--- config.mk ---
export PLATFORM = sky130hd
export DESIGN_NAME = bfl_boot_loader
export DESIGN_NICKNAME = d
export VERILOG_FILES = /design/src/bfl_boot_loader.v /design/src/bfl_spi_shift.v
export VERILOG_INCLUDE_DIRS = /design/src
export SDC_FILE = /design/constraint.sdc
export NUM_CORES = 1
export LEC_CHECK = 0
export BUFFER_PORTS_ARGS = -buffer_cell sky130_fd_sc_hd__buf_2
export CORE_AREA = 2 2 164 230
export CTS_CLUSTER_DIAMETER = 30
export DETAILED_ROUTE_END_ITERATION = 16
export DIE_AREA = 0 0 166 232
export PLACE_DENSITY = 0.35
export RECOVER_POWER = 25
export SYNTH_ARGS = -nofsm -noshare
export SYNTH_HDL_FRONTEND = slang
export SYNTH_HIERARCHICAL = 1
export SYNTH_SLANG_ARGS = --single-unit
--- constraint.sdc ---
create_clock -name clk_in -period 4.7 [get_ports clk_in]
set_input_delay 0.235 -clock clk_in [delete_from_list [all_inputs] [get_ports clk_in]]
set_output_delay 0.235 -clock clk_in [all_outputs]
set_load 0.1 [all_outputs]
--- src/bfl_regs.vh ---
`ifndef BFL_REGS_VH
`define BFL_REGS_VH
`define BFL_LOW_HEADER_ADDR 24'h000000
`define BFL_HIGH_HEADER_ADDR 24'h001000
`define BFL_HEADER_BYTES 24'h001000
`define BFL_READ_CMD 8'h03
`define BFL_ADDR_UPPER 2'h1
`define BFL_ADDR_LOWER 3'h7
`define BFL_CLK_MHZ 250
`define BFL_SCK_MHZ 12
`define BFL_SCK_HALF_CYCLES (((`BFL_CLK_MHZ) + 2 * (`BFL_SCK_MHZ) - 1) / (2 * (`BFL_SCK_MHZ)))
`define BFL_CFG_BYTES 8'h10
`define BFL_ERASED_WORD 32'hffffffff
`endif

--- src/bfl_boot_loader.v ---
// Behaviour
// [RULE1] Sample straps, then enable limited host interface
// [RULE2] Test system supply to find boot source
// [RULE3] Dead battery: read path select, then continue
// [RULE4] Flash holds low and high regions
// [RULE5] Headers at 0x000000 and 0x001000, 4 kB
// [RULE6] Start address is region pointer plus offset
// [RULE7] Leading image bytes are configuration settings
// [RULE8] Try low region first, fall back high
// [RULE9] Both invalid enters invalid-memory flow
// [RULE10] Invalid memory routes SWD onto SBU
// [RULE11] Flash accepts 12 MHz serial clock
// [RULE12] Flash holds at least 1 Mbyte
// [RULE13] Mode 0, first bit with select active
// [RULE14] Flash select active low during transfer
// [RULE15] Shift on falling, sample on rising edge
// [RULE16] Serial clock idles low
// [RULE17] Flash erases 4 kB sectors
// [RULE18] Address is 01, strap 2, strap 1, 111
// [RULE19] Dead battery: supply invalid, VBUS valid
// [RULE20] Reads use command, 24-bit address, data
`include "bfl_regs.vh"
module bfl_boot_loader (
  input wire clk_in,
  input wire reset_n_in,
  input wire address_strap_1_in,
  input wire address_strap_2_in,
  input wire system_supply_in,
  input wire vbus_valid_in,
  input wire dead_battery_path_select_in,
  input wire flash_data_in,
  output reg flash_select_n_out,
  output reg flash_clk_out,
  output reg flash_data_out,
  output reg [6:0] target_address_out,
  output reg host_if_enable_out,
  output reg dead_battery_out,
  output reg bus_power_path_out,
  output reg cfg_valid_out,
  output reg [7:0] cfg_data_out,
  output reg [23:0] firmware_start_out,
  output reg boot_done_out,
  output reg high_region_used_out,
  output reg swd_on_sbu_out
);
  localparam [10:0] S_STRAP = 11'h001;
  localparam [10:0] S_SUPPLY = 11'h002;
  localparam [10:0] S_DEADBAT = 11'h004;
  localparam [10:0] S_HDR_CMD = 11'h008;
  localparam [10:0] S_HDR_DATA = 11'h010;
  localparam [10:0] S_HDR_CHECK = 11'h020;
  localparam [10:0] S_IMG_CMD = 11'h040;
  localparam [10:0] S_IMG_DATA = 11'h080;
  localparam [10:0] S_GAP = 11'h100;
  localparam [10:0] S_DONE = 11'h200;
  localparam [10:0] S_INVALID = 11'h400;

  // Two-flop synchronisers for all pins
  reg [4:0] sync1;
  reg [4:0] sync2;
  always @(posedge clk_in or negedge reset_n_in) begin
    if (!reset_n_in) begin
      sync1 <= 5'h00;
      sync2 <= 5'h00;
    end else begin
      sync1 <= {flash_data_in, dead_battery_path_select_in, vbus_valid_in,
                system_supply_in, address_strap_2_in};
      sync2 <= sync1;
    end
  end
  reg strap1_s1;
  reg strap1_s2;
  always @(posedge clk_in or negedge reset_n_in) begin
    if (!reset_n_in) begin
      strap1_s1 <= 1'b0;
      strap1_s2 <= 1'b0;
    end else begin
      strap1_s1 <= address_strap_1_in;
      strap1_s2 <= strap1_s1;
    end
  end
  wire strap2_s = sync2[0];
  wire supply_s = sync2[1];
  wire vbus_s = sync2[2];
  wire path_s = sync2[3];
  wire miso_s = sync2[4];

  reg [10:0] state;
  reg [1:0] settle;
  reg hi;
  reg [2:0] idx;
  reg [7:0] tx;
  reg start;
  reg pending;
  reg [23:0] region_pointer;
  reg [23:0] code_offset_in_region;
  reg [31:0] check;
  reg [7:0] cfg_cnt;
  wire done;
  wire [7:0] rx;
  wire sck;
  wire mosi;
  wire [23:0] hdr_addr = hi ? `BFL_HIGH_HEADER_ADDR : `BFL_LOW_HEADER_ADDR;
  wire [23:0] cmd_addr = (state == S_HDR_CMD) ? hdr_addr : firmware_start_out;

  bfl_spi_shift i_bfl_spi_shift (
    .clk_in(clk_in),
    .reset_n_in(reset_n_in),
    .start_in(start),
    .tx_byte_in(tx),
    .miso_in(miso_s),
    .done_out(done),
    .rx_byte_out(rx),
    .sck_out(sck),
    .mosi_out(mosi)
  );

  always @* begin
    case (idx)
      3'h0: tx = `BFL_READ_CMD; // [RULE20]
      3'h1: tx = cmd_addr[23:16];
      3'h2: tx = cmd_addr[15:8];
      3'h3: tx = cmd_addr[7:0];
      default: tx = 8'h00;
    endcase
  end

  always @(posedge clk_in or negedge reset_n_in) begin
    if (!reset_n_in) begin
      flash_clk_out <= 1'b0;
      flash_data_out <= 1'b0;
    end else begin
      flash_clk_out <= sck; // [RULE16]
      flash_data_out <= mosi; // [RULE13]
    end
  end

  always @(posedge clk_in or negedge reset_n_in) begin
    if (!reset_n_in) begin
      state <= S_STRAP;
      settle <= 2'h0;
      hi <= 1'b0;
      idx <= 3'h0;
      start <= 1'b0;
      pending <= 1'b0;
      region_pointer <= 24'h000000;
      code_offset_in_region <= 24'h000000;
      check <= 32'h00000000;
      cfg_cnt <= 8'h00;
      flash_select_n_out <= 1'b1;
      target_address_out <= 7'h00;
      host_if_enable_out <= 1'b0;
      dead_battery_out <= 1'b0;
      bus_power_path_out <= 1'b0;
      cfg_valid_out <= 1'b0;
      cfg_data_out <= 8'h00;
      firmware_start_out <= 24'h000000;
      boot_done_out <= 1'b0;
      high_region_used_out <= 1'b0;
      swd_on_sbu_out <= 1'b0;
    end else begin
      start <= 1'b0;
      cfg_valid_out <= 1'b0;
      case (state)
        S_STRAP: begin
          // Wait for synchronisers to fill before trusting straps
          settle <= settle + 2'h1;
          if (settle == 2'h3) begin
            target_address_out <= {`BFL_ADDR_UPPER, strap2_s, strap1_s2,
                                   `BFL_ADDR_LOWER}; // [RULE18] [RULE1]
            host_if_enable_out <= 1'b1; // [RULE1]
            state <= S_SUPPLY;
          end
        end
        S_SUPPLY: begin
          if (!supply_s && vbus_s) begin // [RULE19] [RULE2]
            dead_battery_out <= 1'b1;
            state <= S_DEADBAT;
          end else begin
            state <= S_HDR_CMD;
          end
        end
        S_DEADBAT: begin
          bus_power_path_out <= path_s; // [RULE3]
          state <= S_HDR_CMD;
        end
        S_HDR_CMD, S_IMG_CMD: begin
          flash_select_n_out <= 1'b0; // [RULE14]
          if (!pending) begin
            start <= 1'b1; // [RULE13]
            pending <= 1'b1;
          end else if (done) begin
            pending <= 1'b0;
            if (idx == 3'h3) begin
              idx <= 3'h0;
              state <= (state == S_HDR_CMD) ? S_HDR_DATA : S_IMG_DATA;
            end else begin
              idx <= idx + 3'h1;
            end
          end
        end
        S_HDR_DATA: begin
          // Header: region pointer then offset, 3 bytes each, MSB first
          if (!pending) begin
            start <= 1'b1;
            pending <= 1'b1;
          end else if (done) begin
            pending <= 1'b0;
            if (idx < 3'h3)
              region_pointer <= {region_pointer[15:0], rx};
            else
              code_offset_in_region <= {code_offset_in_region[15:0], rx};
            if (idx == 3'h5) begin
              idx <= 3'h0;
              flash_select_n_out <= 1'b1;
              state <= S_HDR_CHECK;
            end else begin
              idx <= idx + 3'h1;
            end
          end
        end
        S_HDR_CHECK: begin
          firmware_start_out <= region_pointer + code_offset_in_region; // [RULE6]
          // Erased or header-overlapping pointers are invalid
          if ((region_pointer == 24'hffffff) || (code_offset_in_region == 24'hffffff) ||
              (region_pointer < `BFL_HEADER_BYTES + `BFL_HEADER_BYTES)) begin // [RULE5]
            state <= S_GAP;
          end else begin
            state <= S_IMG_CMD;
          end
        end
        S_IMG_DATA: begin
          if (!pending) begin
            start <= 1'b1;
            pending <= 1'b1;
          end else if (done) begin
            pending <= 1'b0;
            cfg_valid_out <= 1'b1; // [RULE7]
            cfg_data_out <= rx;
            check <= {check[23:0], rx};
            cfg_cnt <= cfg_cnt + 8'h01;
            if (cfg_cnt == `BFL_CFG_BYTES - 8'h01) begin
              flash_select_n_out <= 1'b1;
              cfg_cnt <= 8'h00;
              if ({check[23:0], rx} == `BFL_ERASED_WORD)
                state <= S_GAP; // [RULE8]
              else
                state <= S_DONE;
            end
          end
        end
        S_GAP: begin
          // Failed region: fall back once, then give up
          flash_select_n_out <= 1'b1;
          if (!hi) begin
            hi <= 1'b1; // [RULE8] [RULE4]
            state <= S_HDR_CMD;
          end else begin
            state <= S_INVALID; // [RULE9]
          end
        end
        S_DONE: begin
          boot_done_out <= 1'b1;
          high_region_used_out <= hi;
        end
        S_INVALID: begin
          swd_on_sbu_out <= 1'b1; // [RULE10]
        end
        default: state <= S_STRAP;
      endcase
    end
  end
endmodule

--- src/bfl_spi_shift.v ---
`include "bfl_regs.vh"
module bfl_spi_shift (
  input wire clk_in,
  input wire reset_n_in,
  input wire start_in,
  input wire [7:0] tx_byte_in,
  input wire miso_in,
  output reg done_out,
  output reg [7:0] rx_byte_out,
  output reg sck_out,
  output reg mosi_out
);
  // Rounded up so the link never runs faster than the flash allows
  localparam integer HALF_INT = `BFL_SCK_HALF_CYCLES;
  localparam [4:0] HALF = HALF_INT[4:0];
  reg [4:0] div;
  reg [3:0] bits;
  reg busy;
  reg [7:0] sh;
  always @(posedge clk_in or negedge reset_n_in) begin
    if (!reset_n_in) begin
      div <= 5'h00;
      bits <= 4'h0;
      busy <= 1'b0;
      sh <= 8'h00;
      done_out <= 1'b0;
      rx_byte_out <= 8'h00;
      sck_out <= 1'b0;
      mosi_out <= 1'b0;
    end else begin
      done_out <= 1'b0;
      if (start_in && !busy) begin
        busy <= 1'b1;
        bits <= 4'h0;
        div <= 5'h00;
        mosi_out <= tx_byte_in[7];
        sh <= {tx_byte_in[6:0], 1'b0};
      end else if (busy) begin
        if (div == HALF - 5'h01) begin
          div <= 5'h00;
          if (!sck_out) begin
            sck_out <= 1'b1;
            rx_byte_out <= {rx_byte_out[6:0], miso_in}; // [RULE15]
          end else begin
            sck_out <= 1'b0;
            if (bits == 4'h7) begin
              busy <= 1'b0;
              done_out <= 1'b1;
            end else begin
              mosi_out <= sh[7]; // [RULE15]
              sh <= {sh[6:0], 1'b0};
            end
            bits <= bits + 4'h1;
          end
        end else begin
          div <= div + 5'h01;
        end
      end
    end
  end
endmodule
==> flow_metrics.py, run 1 <==
metrics = {
    "synthesis": {
        "synth_top_family_by_area": "simple AND/OR/NAND/NOR gates",
        "synth.cell_area_um2": 8994,
        "synth_cell_types": 75,
        "synth_edf_count": 0,
        "synth-seq-area-share_pct": 48.72,
        "synthesis.nets": 923,
        "synth_compound_gate_area_share_pct": 12.12,
        "synth_flop_cell": "dfrtp_1",
        "yosysTopAreaCell": "dfrtp_1",
        "synth_top_area_share_pct": 48.14,
        "synth_simple_gate_area_share_pct": 18.81,
        "synth_seq_cells": 175,
        "ys_top_cells_by_area": "dfrtp_1 48%, nand2_1 6.3%, mux2_2 5.3%",
        "synthMuxAreaShare_pct": 8.389,
        "synthArstFlopShare_pct": 100.0,
        "synth-xor-area-share_pct": 2.435,
        "netlist_top_cells_count": "173 x dfrtp_1, 152 x nand2_1, 52 x o21ai_0, 48 x nor2_1, 42 x mux2_2",
        "yosysWarnings": 6,
        "synth_cells": 880,
        "yosysMostFrequentCell": "dfrtp_1",
        "synth_adder_area_share_pct": 4.953,
        "avgSynthCellArea_um2": 10.22,
    },
    "pwr": {
        "ir_drop_v": 0.0002634,
        "p_leak_nw": 4.884,
        "pwr_density_cell_nw_per_um2": 422.2,
    },
    "clock_network": {
        "htree_levels": 4,
        "clkTransAtPathRegs_ns": 0.07,
        "cts-buffers-inserted": 17,
        "cts_tree": "built",
        "cts_resized": 0,
        "cts_sinks": 175,
        "cts_buffer_depth": 2,
        "cts_root_buffer": "clkbuf_16",
        "clock_latency_ns": 0.45,
    },
    "drt": {
        "wl_mm": 24.76,
        "antenna_left": 0,
        "wire_per_inst_um": 17.77,
        "firstDrtPassIters": 7,
        "drc": 0,
        "drt_iter0_markers": 388,
        "vias": 6600,
        "avgViaCountPerCell": 4.738,
    },
    "critical_path": {
        "crit_fanout": 31,
        "required_ns": 5.04,
        "worst_setup_path_end_kind": "flop",
        "arrival_ns": 3.02,
        "start_kind": "flop",
        "critPathKind": "flop to flop",
    },
    "run_status": {
        "outcome": "complete, no violations",
    },
    "global_route": {
        "grt_use_total_pct": 13.42,
        "grt_antenna_before_repair": 0,
        "grt_pass1_vias": 6854,
        "grt_start_max_net_pins": 121,
        "gr-total-overflow": 0,
        "grt_pass1_wl_mm": 40.10,
    },
    "floorplan": {
        "rows": 83,
        "initial_utilization_pct": 24.67,
        "die_w_um": 166,
        "fp.dieH_um": 232,
        "die_area_um2": 38510,
        "pin_count": 57,
        "coreArea_um2": 36450,
    },
    "timing": {
        "fin_crit_ns": 2.683,
        "hold_slack_ns": 0.3482,
        "finalCritPeriodShare_pct": 57.08,
        "fmax_mhz": 372.8,
        "fin_setup_tns_ns": 0,
        "worst_pin_slew_ns": 1.002,
        "setup_viol": 0,
        "clock_skew_ns": 0.01047,
        "hold_viol_final": 0,
        "rsz0062_at_grt": "false",
        "slew_violations": 0,
        "slew_headroom_pct": 33.17,
    },
    "final_layout": {
        "drive_above_1_share_pct": 17.39,
        "areaGrowthSynthToFinish_pct": 14.59,
        "multiInputGateArea_um2": 4204,
        "fillerInstances": 3833,
        "final_nets": 956,
        "finalNonFillerCells": 1393,
        "antenna_cells": 0,
        "register_area_um2": 4382,
    },
    "place": {
        "dp_hpwl_mm": 18.11,
        "gp_congestion": 0.7927,
        "port_buffers": 55,
        "placedCellCount": 1354,
    },
    "flow_run": {
        "max_cap_violations": 0,
    },
    "min_path": {
        "hp-class": "flop to flop",
    },
}
path summary, 6_finish.rpt:
check	start	cells after the start	endpoint	slack [ns]
hold reg to reg	sync1[3]$_DFF_PN0_	0	sync2[3]$_DFF_PN0_	0.35
max in group asynchronous	reset_n_in	3	firmware_start_out[10]$_DFFE_PN0N_	3.29
setup / recovery	state[3]$_DFFE_PN0P_	7	cfg_cnt[6]$_DFFE_PN0P_	2.02
setup reg to reg	state[3]$_DFFE_PN0P_	7	cfg_cnt[6]$_DFFE_PN0P_	2.02
hold / removal	sync1[3]$_DFF_PN0_	0	sync2[3]$_DFF_PN0_	0.35
min in group asynchronous	reset_n_in	2	cfg_data_out[3]$_DFFE_PN0P_	0.52
worst max-delay path, stage by stage, from the launching register on:
cell and delay [ns]:
dfrtp_1 0.51, nor4_4 0.38, and2_1 0.34, nand4b_4 0.16
or2_4 0.39, inv_2 0.45, nand4_1 0.18, xnor2_1 0.16
report_power, final:
group          internal (mW)  switching (mW)  total, mW  leakage [nW]
combinational          0.294           0.614      0.907          2.20
sequential              1.65           0.167       1.82          2.36
clock                  0.969           0.653       1.62         0.325
sequential cells by signal, indices dropped and copies added (netlist names), 2 cells and up:
name and count:
cfg_data_out 7, i_bfl_spi_shift/div 5, idx 3, i_bfl_spi_shift/bits 4, target_address_out 3, check 17
sync1 5, i_bfl_spi_shift/rx_byte_out 8, code_offset_in_region 24, settle 2, state 11, cfg_cnt 8
sync2 5, firmware_start_out 24, i_bfl_spi_shift/sh 7, region_pointer 24
logic make-up (layout without fill, tap and decap cells):
family | after synthesis | in the layout
muxes | 65 | 65
and+or+nand+nor | 336 | 336
xor gates and xnor gates | 25 | 25
buffers and inverters | 70 | 116
AOI/OAI and AO/OA | 173 | 173
adders and majority gates | 35 | 35
DFF | 175 | 175
other | 1 | 1
cell usage in the layout (no fill, tap or decap), types with 13 or more instances in the layout:
cell type  count
a21oi_1       36
a31oi_1       18
and3_1        13
buf_2         54
clkbuf_16     17
dfrtp_1      173
ha_1          34
inv_1         16
mux2_2        42
nand2_1      152
nand3_1       15
nand4_1       34
nor2_1        48
nor3_1        14
o21ai_0       52
xnor2_1       14
repair_timing:
item | CTS | global route
hold buffers | 7 | 0
hold endpoints to repair | 51 | 0
setup buffers | 0 | 0
stage by stage:
| stage | setup WS, ns | util, % | total power [mW] | instance area [um2] |
|---|---|---|---|---|
| floorplan | 2.580 | - | 2.576 | 8994 |
| global placement | 2.015 | 26.25 | 2.777 | 9568 |
| detailed placement | 1.971 | 26.25 | 2.770 | 9568 |
| CTS | 1.961 | 28.27 | 4.423 | 10310 |
| global route | 1.699 | 28.27 | 4.587 | 10310 |
| finish | 2.017 | 28.27 | 4.351 | 10310 |
metal layers:
layer  routed length, um  GRT usage (%)
met5                   0              0
met4                 576          5.326
met3                 532          2.301
met2               13110          24.35
met1               10540          15.69
area by class of cell:
| type | count | area share, % |
|---|---|---|
| Sequential cell | 175 | 42.52 |
| Multi-Input combinational cell | 635 | 40.79 |
| Tap cell | 467 | 5.670 |
| Clock buffer | 18 | 4.261 |
| Timing Repair Buffer | 67 | 3.921 |
| Clock inverter | 14 | 2.222 |
| Inverter | 17 | 0.6192 |
Power figures use the tool's default switching activity.
==> run 2, diff against run 1 <==
clock period = 2.7 ns   (was 4.7 ns; I/O delays follow)
==> flow_metrics.py, run 2 (synthesized netlist as in run 1, its figures left out) <==
metrics = {
    "floorplan": {
        "die_area_um2": 38510,
        "rows": 83,
        "coreArea_um2": 36450,
        "die_w_um": 166,
        "fp.dieH_um": 232,
        "initial_utilization_pct": 24.67,
        "pin_count": 57,
    },
    "critical_path": {
        "r2r_start": "region_pointer[0]$_DFFE_PN0P_",
        "critPathKind": "flop to flop",
        "reg2reg_depth": 10,
        "crit_fanout": 4,
        "cp_top_family": "compound AO/OA/AOI/OAI gates",
        "arrival_ns": 2.75,
        "worst_setup_path_end_kind": "flop",
        "r2r_slack_ns": 0.28,
        "max_stage_delay_ns": 0.42,
        "start_kind": "flop",
        "path_buf_inv": 1,
        "required_ns": 3.03,
        "path_cells": "ha_1 > inv_1 > fa_1 > nor2b_1 > o211ai_1 > a21oi_1 > nor2_1 > o31ai_1 > xnor2_1 > o21ai_0",
        "cp_slowest_cell": "dfrtp_1",
        "r2r-end": "firmware_start_out[22]$_DFFE_PN0N_",
    },
    "final_layout": {
        "areaGrowthSynthToFinish_pct": 15.72,
        "fillerInstances": 3815,
        "final_nets": 972,
        "drive_above_1_share_pct": 18.58,
        "final_cell_area_um2": 10410,
        "multiInputGateArea_um2": 4208,
        "final_cell_mix": "173 x dfrtp_1, 152 x nand2_1, 55 x buf_2",
        "register_area_um2": 4382,
        "finish.utilization_pct": 28.55,
        "reg.largest.list": "code_offset_in_region x24, firmware_start_out x24, region_pointer x24",
        "final_common_cell": "dfrtp_1",
        "finalNonFillerCells": 1409,
        "antenna_cells": 0,
    },
    "timing": {
        "slew_headroom_pct": -39.62,
        "clock_skew_ns": 0.009531,
        "fmax_mhz": 412.7,
        "slew_violations": 81,
        "fin_crit_ns": 2.423,
        "setup_ws_ns": 0.2767,
        "rsz0062_at_grt": "false",
        "hold_viol_final": 0,
        "setup_viol": 0,
        "fin_setup_tns_ns": 0,
        "finalCritPeriodShare_pct": 89.75,
        "worst_pin_slew_ns": 2.094,
        "hold_slack_ns": 0.3203,
    },
    "global_route": {
        "grt_use_total_pct": 13.50,
        "grt_start_max_net_pins": 83,
        "grt_pass1_vias": 6829,
        "grt_antenna_before_repair": 0,
        "grt_pass1_wl_mm": 40.14,
        "gr-total-overflow": 0,
    },
    "min_path": {
        "hp-class": "input port to flop",
        "hp-start": "flash_data_in",
        "hold-path-endpoint": "sync1[4]$_DFF_PN0_",
        "hold_depth": 2,
    },
    "place": {
        "detailedPlace.worstSlack_ns": 0.2685,
        "placedCellCount": 1369,
        "placed_cell_area_um2": 9718,
        "port_buffers": 55,
        "gp_congestion": 0.7793,
        "dp_hpwl_mm": 18.74,
    },
    "pwr": {
        "p_leak_nw": 4.951,
        "power.total_mw": 7.426,
        "ir_drop_v": 0.0005085,
        "pwr_density_cell_nw_per_um2": 713.5,
    },
    "drt": {
        "antenna_left": 0,
        "firstDrtPassIters": 5,
        "wl_mm": 25.13,
        "drt_iter0_markers": 312,
        "vias": 6644,
        "drc": 0,
        "wire_per_inst_um": 17.83,
        "avgViaCountPerCell": 4.715,
    },
    "clock_network": {
        "clkTransAtPathRegs_ns": 0.07,
        "cts-buffers-inserted": 17,
        "clock_latency_ns": 0.46,
        "cts_tree": "built",
        "cts_root_buffer": "clkbuf_16",
        "cts_buffer_depth": 2,
        "htree_levels": 4,
        "cts_sinks": 175,
    },
    "run_status": {
        "outcome": "finished with violations",
        "violations": "capacitance limit, slew limit",
    },
    "flow_run": {
        "max_cap_violations": 1,
    },
}
## run 2: cell count changes in the layout (fill, tap and decap cells not counted), sizes merged
cell / previous run / this run
buf: 59 / 75
bufinv: 5 / 3
clkbuf: 19 / 21
clkinvlp: 1 / 0
inv: 21 / 22
## run 2: how the worst max path moves through the flow
stage                                         from                                 end  slack, ns  cells after the start
finish               region_pointer[0]$_DFFE_PN0P_  firmware_start_out[22]$_DFFE_PN0N_       0.28                     10
global route         region_pointer[0]$_DFFE_PN0P_  firmware_start_out[22]$_DFFE_PN0N_       0.04                     10
CTS                  region_pointer[0]$_DFFE_PN0P_  firmware_start_out[16]$_DFFE_PN0N_       0.24                     10
detailed placement   region_pointer[0]$_DFFE_PN0P_  firmware_start_out[16]$_DFFE_PN0N_       0.27                     10
global placement     region_pointer[0]$_DFFE_PN0P_  firmware_start_out[16]$_DFFE_PN0N_       0.29                     10
floorplan           region_pointer[10]$_DFFE_PN0P_  firmware_start_out[21]$_DFFE_PN0N_       0.58                      8
## run 2: power breakdown
part           leakage, nW  total (mW)  internal, mW  switching (mW)
clock network        0.304        2.64          1.51            1.13
logic                 2.29        1.63         0.530            1.10
registers             2.36        3.15          2.88           0.271
## run 2: routing by layer
layer / track usage, % / vias to the layer above / share of wire, %
met4: 6.685 / 0 / 3.3
met1: 15.48 / 3282 / 42
met2: 24.49 / 82 / 53
met3: 1.977 / 37 / 1.8
li1: - / 3243 / -
met5: 0 / - / 0
## run 2: layout make-up
| cell class | instances | share of cell area, % |
|---|---|---|
| inverters | 17 | 0.6131 |
| clock inverters | 12 | 1.671 |
| well taps | 467 | 5.614 |
| clock buffers | 20 | 4.292 |
| repair buffers | 83 | 5.278 |
| flip-flops and latches | 175 | 42.10 |
| multi-input cells | 635 | 40.43 |
## run 2: repair_timing
item	4_1_cts	5_1_grt
endpoints found under the setup margin	0	1
setup buffers	0	1
hold buffers	7	0
resized for setup	0	2
hold endpoints to repair	82	0
==> run 3, diff against run 2 <==
==> constraint.sdc (replaced) <==
create_clock -name clk_in -period 2.7 [get_ports clk_in]
set_input_delay 0.405 -clock clk_in [delete_from_list [all_inputs] [get_ports clk_in]]
set_output_delay 0.405 -clock clk_in [all_outputs]
set_load 0.1 [all_outputs]
==> flow_metrics.py, run 3 (synthesized netlist as in run 1, its figures left out) <==
metrics = {
    "run_status": {
        "outcome": "finished with violations",
        "violations": "capacitance limit, slew limit",
    },
    "critical_path": {
        "worst_setup_path_end_kind": "flop",
        "r2r-end": "state[4]$_DFFE_PN0P_",
        "r2r_start": "state[2]$_DFFE_PN0P_",
        "cp_slowest_cell": "or4_1",
        "reg2reg_depth": 6,
        "crit_fanout": 8,
        "required_ns": 3.01,
        "max_stage_delay_ns": 0.59,
        "path_cells": "nor3_1 > nand2_1 > or4_1 > a31oi_1 > or3_1 > o21ai_0",
        "critPathKind": "flop to flop",
        "r2r_slack_ns": 0.21,
        "start_kind": "flop",
        "arrival_ns": 2.80,
    },
    "timing": {
        "fin_setup_tns_ns": 0,
        "hold_viol_final": 0,
        "fmax_mhz": 401.4,
        "clock_skew_ns": 0.01650,
        "hold_slack_ns": 0.05311,
        "worst_pin_slew_ns": 1.602,
        "finalCritPeriodShare_pct": 92.28,
        "slew_violations": 58,
        "rsz0062_at_grt": "false",
        "fin_crit_ns": 2.492,
        "slew_headroom_pct": -6.771,
        "setup_viol": 0,
    },
    "final_layout": {
        "final_common_cell": "dfrtp_1",
        "finalNonFillerCells": 1404,
        "multiInputGateArea_um2": 4204,
        "final_cell_mix": "173 x dfrtp_1, 152 x nand2_1, 54 x buf_2",
        "antenna_cells": 0,
        "areaGrowthSynthToFinish_pct": 14.58,
        "register_area_um2": 4382,
        "drive_above_1_share_pct": 18.78,
        "fillerInstances": 3790,
        "final_cell_area_um2": 10300,
        "reg.largest.list": "code_offset_in_region x24, firmware_start_out x24, region_pointer x24",
        "final_nets": 967,
    },
    "drt": {
        "antenna_left": 0,
        "drc": 0,
        "drt_iter0_markers": 351,
        "firstDrtPassIters": 6,
        "wl_mm": 25.07,
        "wire_per_inst_um": 17.86,
        "avgViaCountPerCell": 4.683,
        "vias": 6575,
    },
    "global_route": {
        "gr-total-overflow": 0,
        "top_usage_layer": "met2",
        "grt_pass1_vias": 6769,
        "grt_pass1_wl_mm": 40.01,
        "grt_antenna_before_repair": 0,
        "use_met3_pct": 2.250,
        "use_met2_pct": 24.48,
        "globalRouteMet1Util_pct": 15.40,
        "grt_start_max_net_pins": 60,
        "grt_use_total_pct": 13.41,
    },
    "clock_network": {
        "htree_levels": 4,
        "clock_latency_ns": 0.45,
        "cts_resized": 0,
        "cts-buffers-inserted": 17,
        "cts_root_buffer": "clkbuf_16",
        "cts_buffer_depth": 2,
        "clkTransAtPathRegs_ns": 0.07,
        "hold_buffers": 1,
        "postCtsSetupBuffers": 0,
        "cts_sinks": 175,
        "cts_tree": "built",
    },
    "min_path": {
        "hold-path-endpoint": "strap1_s1$_DFF_PN0_",
        "hp-class": "input port to flop",
        "hold_depth": 1,
        "hp-start": "address_strap_1_in",
    },
    "floorplan": {
        "pin_count": 57,
        "rows": 83,
        "initial_utilization_pct": 24.67,
        "coreArea_um2": 36450,
        "fp.dieH_um": 232,
        "die_w_um": 166,
        "die_area_um2": 38510,
    },
    "place": {
        "gp_congestion": 0.7570,
        "placedCellCount": 1371,
        "dp_hpwl_mm": 18.72,
        "port_buffers": 55,
        "placed_cell_area_um2": 9746,
    },
    "flow_run": {
        "max_cap_violations": 1,
    },
    "pwr": {
        "p_leak_nw": 4.905,
        "pwr_density_cell_nw_per_um2": 698.0,
        "ir_drop_v": 0.0004571,
    },
}
run 3: area by class of cell:
| type | count | share of cell area (%) |
|---|---|---|
| inverters | 17 | 0.6192 |
| clock buffers | 19 | 4.201 |
| well taps | 467 | 5.670 |
| multi-input cells | 635 | 40.80 |
| clock inverters | 13 | 1.238 |
| flip-flops and latches | 175 | 42.52 |
| repair buffers | 78 | 4.954 |
run 3: how the worst max path moves through the flow:
stage | to | depth (start not counted) | startpoint | slack (ns)
3_3_place_gp | state[9]$_DFFE_PN0P_ | 6 | state[2]$_DFFE_PN0P_ | 0.23
4_1_cts | state[4]$_DFFE_PN0P_ | 6 | state[2]$_DFFE_PN0P_ | 0.19
6_report | state[4]$_DFFE_PN0P_ | 6 | state[2]$_DFFE_PN0P_ | 0.21
2_1_floorplan | firmware_start_out[21]$_DFFE_PN0N_ | 8 | region_pointer[10]$_DFFE_PN0P_ | 0.58
5_1_grt | state[4]$_DFFE_PN0P_ | 7 | state[2]$_DFFE_PN0P_ | 0.01
3_5_place_dp | firmware_start_out[16]$_DFFE_PN0N_ | 10 | code_offset_in_region[0]$_DFFE_PN0P_ | 0.26
run 3: metal layers:
layer	wire length [um]	up-vias
li1	-	3233
met4	680	0
met5	0	-
met1	10550	3209
met2	13310	98
met3	521	35
run 3: power breakdown:
part	internal (mW)	leakage [nW]	total, mW	switching [mW]
combinational	0.525	2.27	1.63	1.10
sequential	2.88	2.36	3.15	0.272
clock	1.29	0.271	2.41	1.12
total	4.69	4.90	7.19	2.50
run 3: critical path: cells and delay by family, from the launching register on:
kind | cells | cell delay (ns)
compound gates | 2 | 0.45
flops | 1 | 0.45
simple gates | 4 | 1.44
run 3: through the flow:
step	utilization (%)	worst slack [ns]	total power, mW
final	28.27	0.2085	7.193
after detailed placement	26.74	0.2624	4.858
after CTS	28.30	0.1927	7.326
after global routing	28.27	0.01382	7.612
after global placement	26.74	0.2307	4.854
after floorplan	-	0.5796	4.484
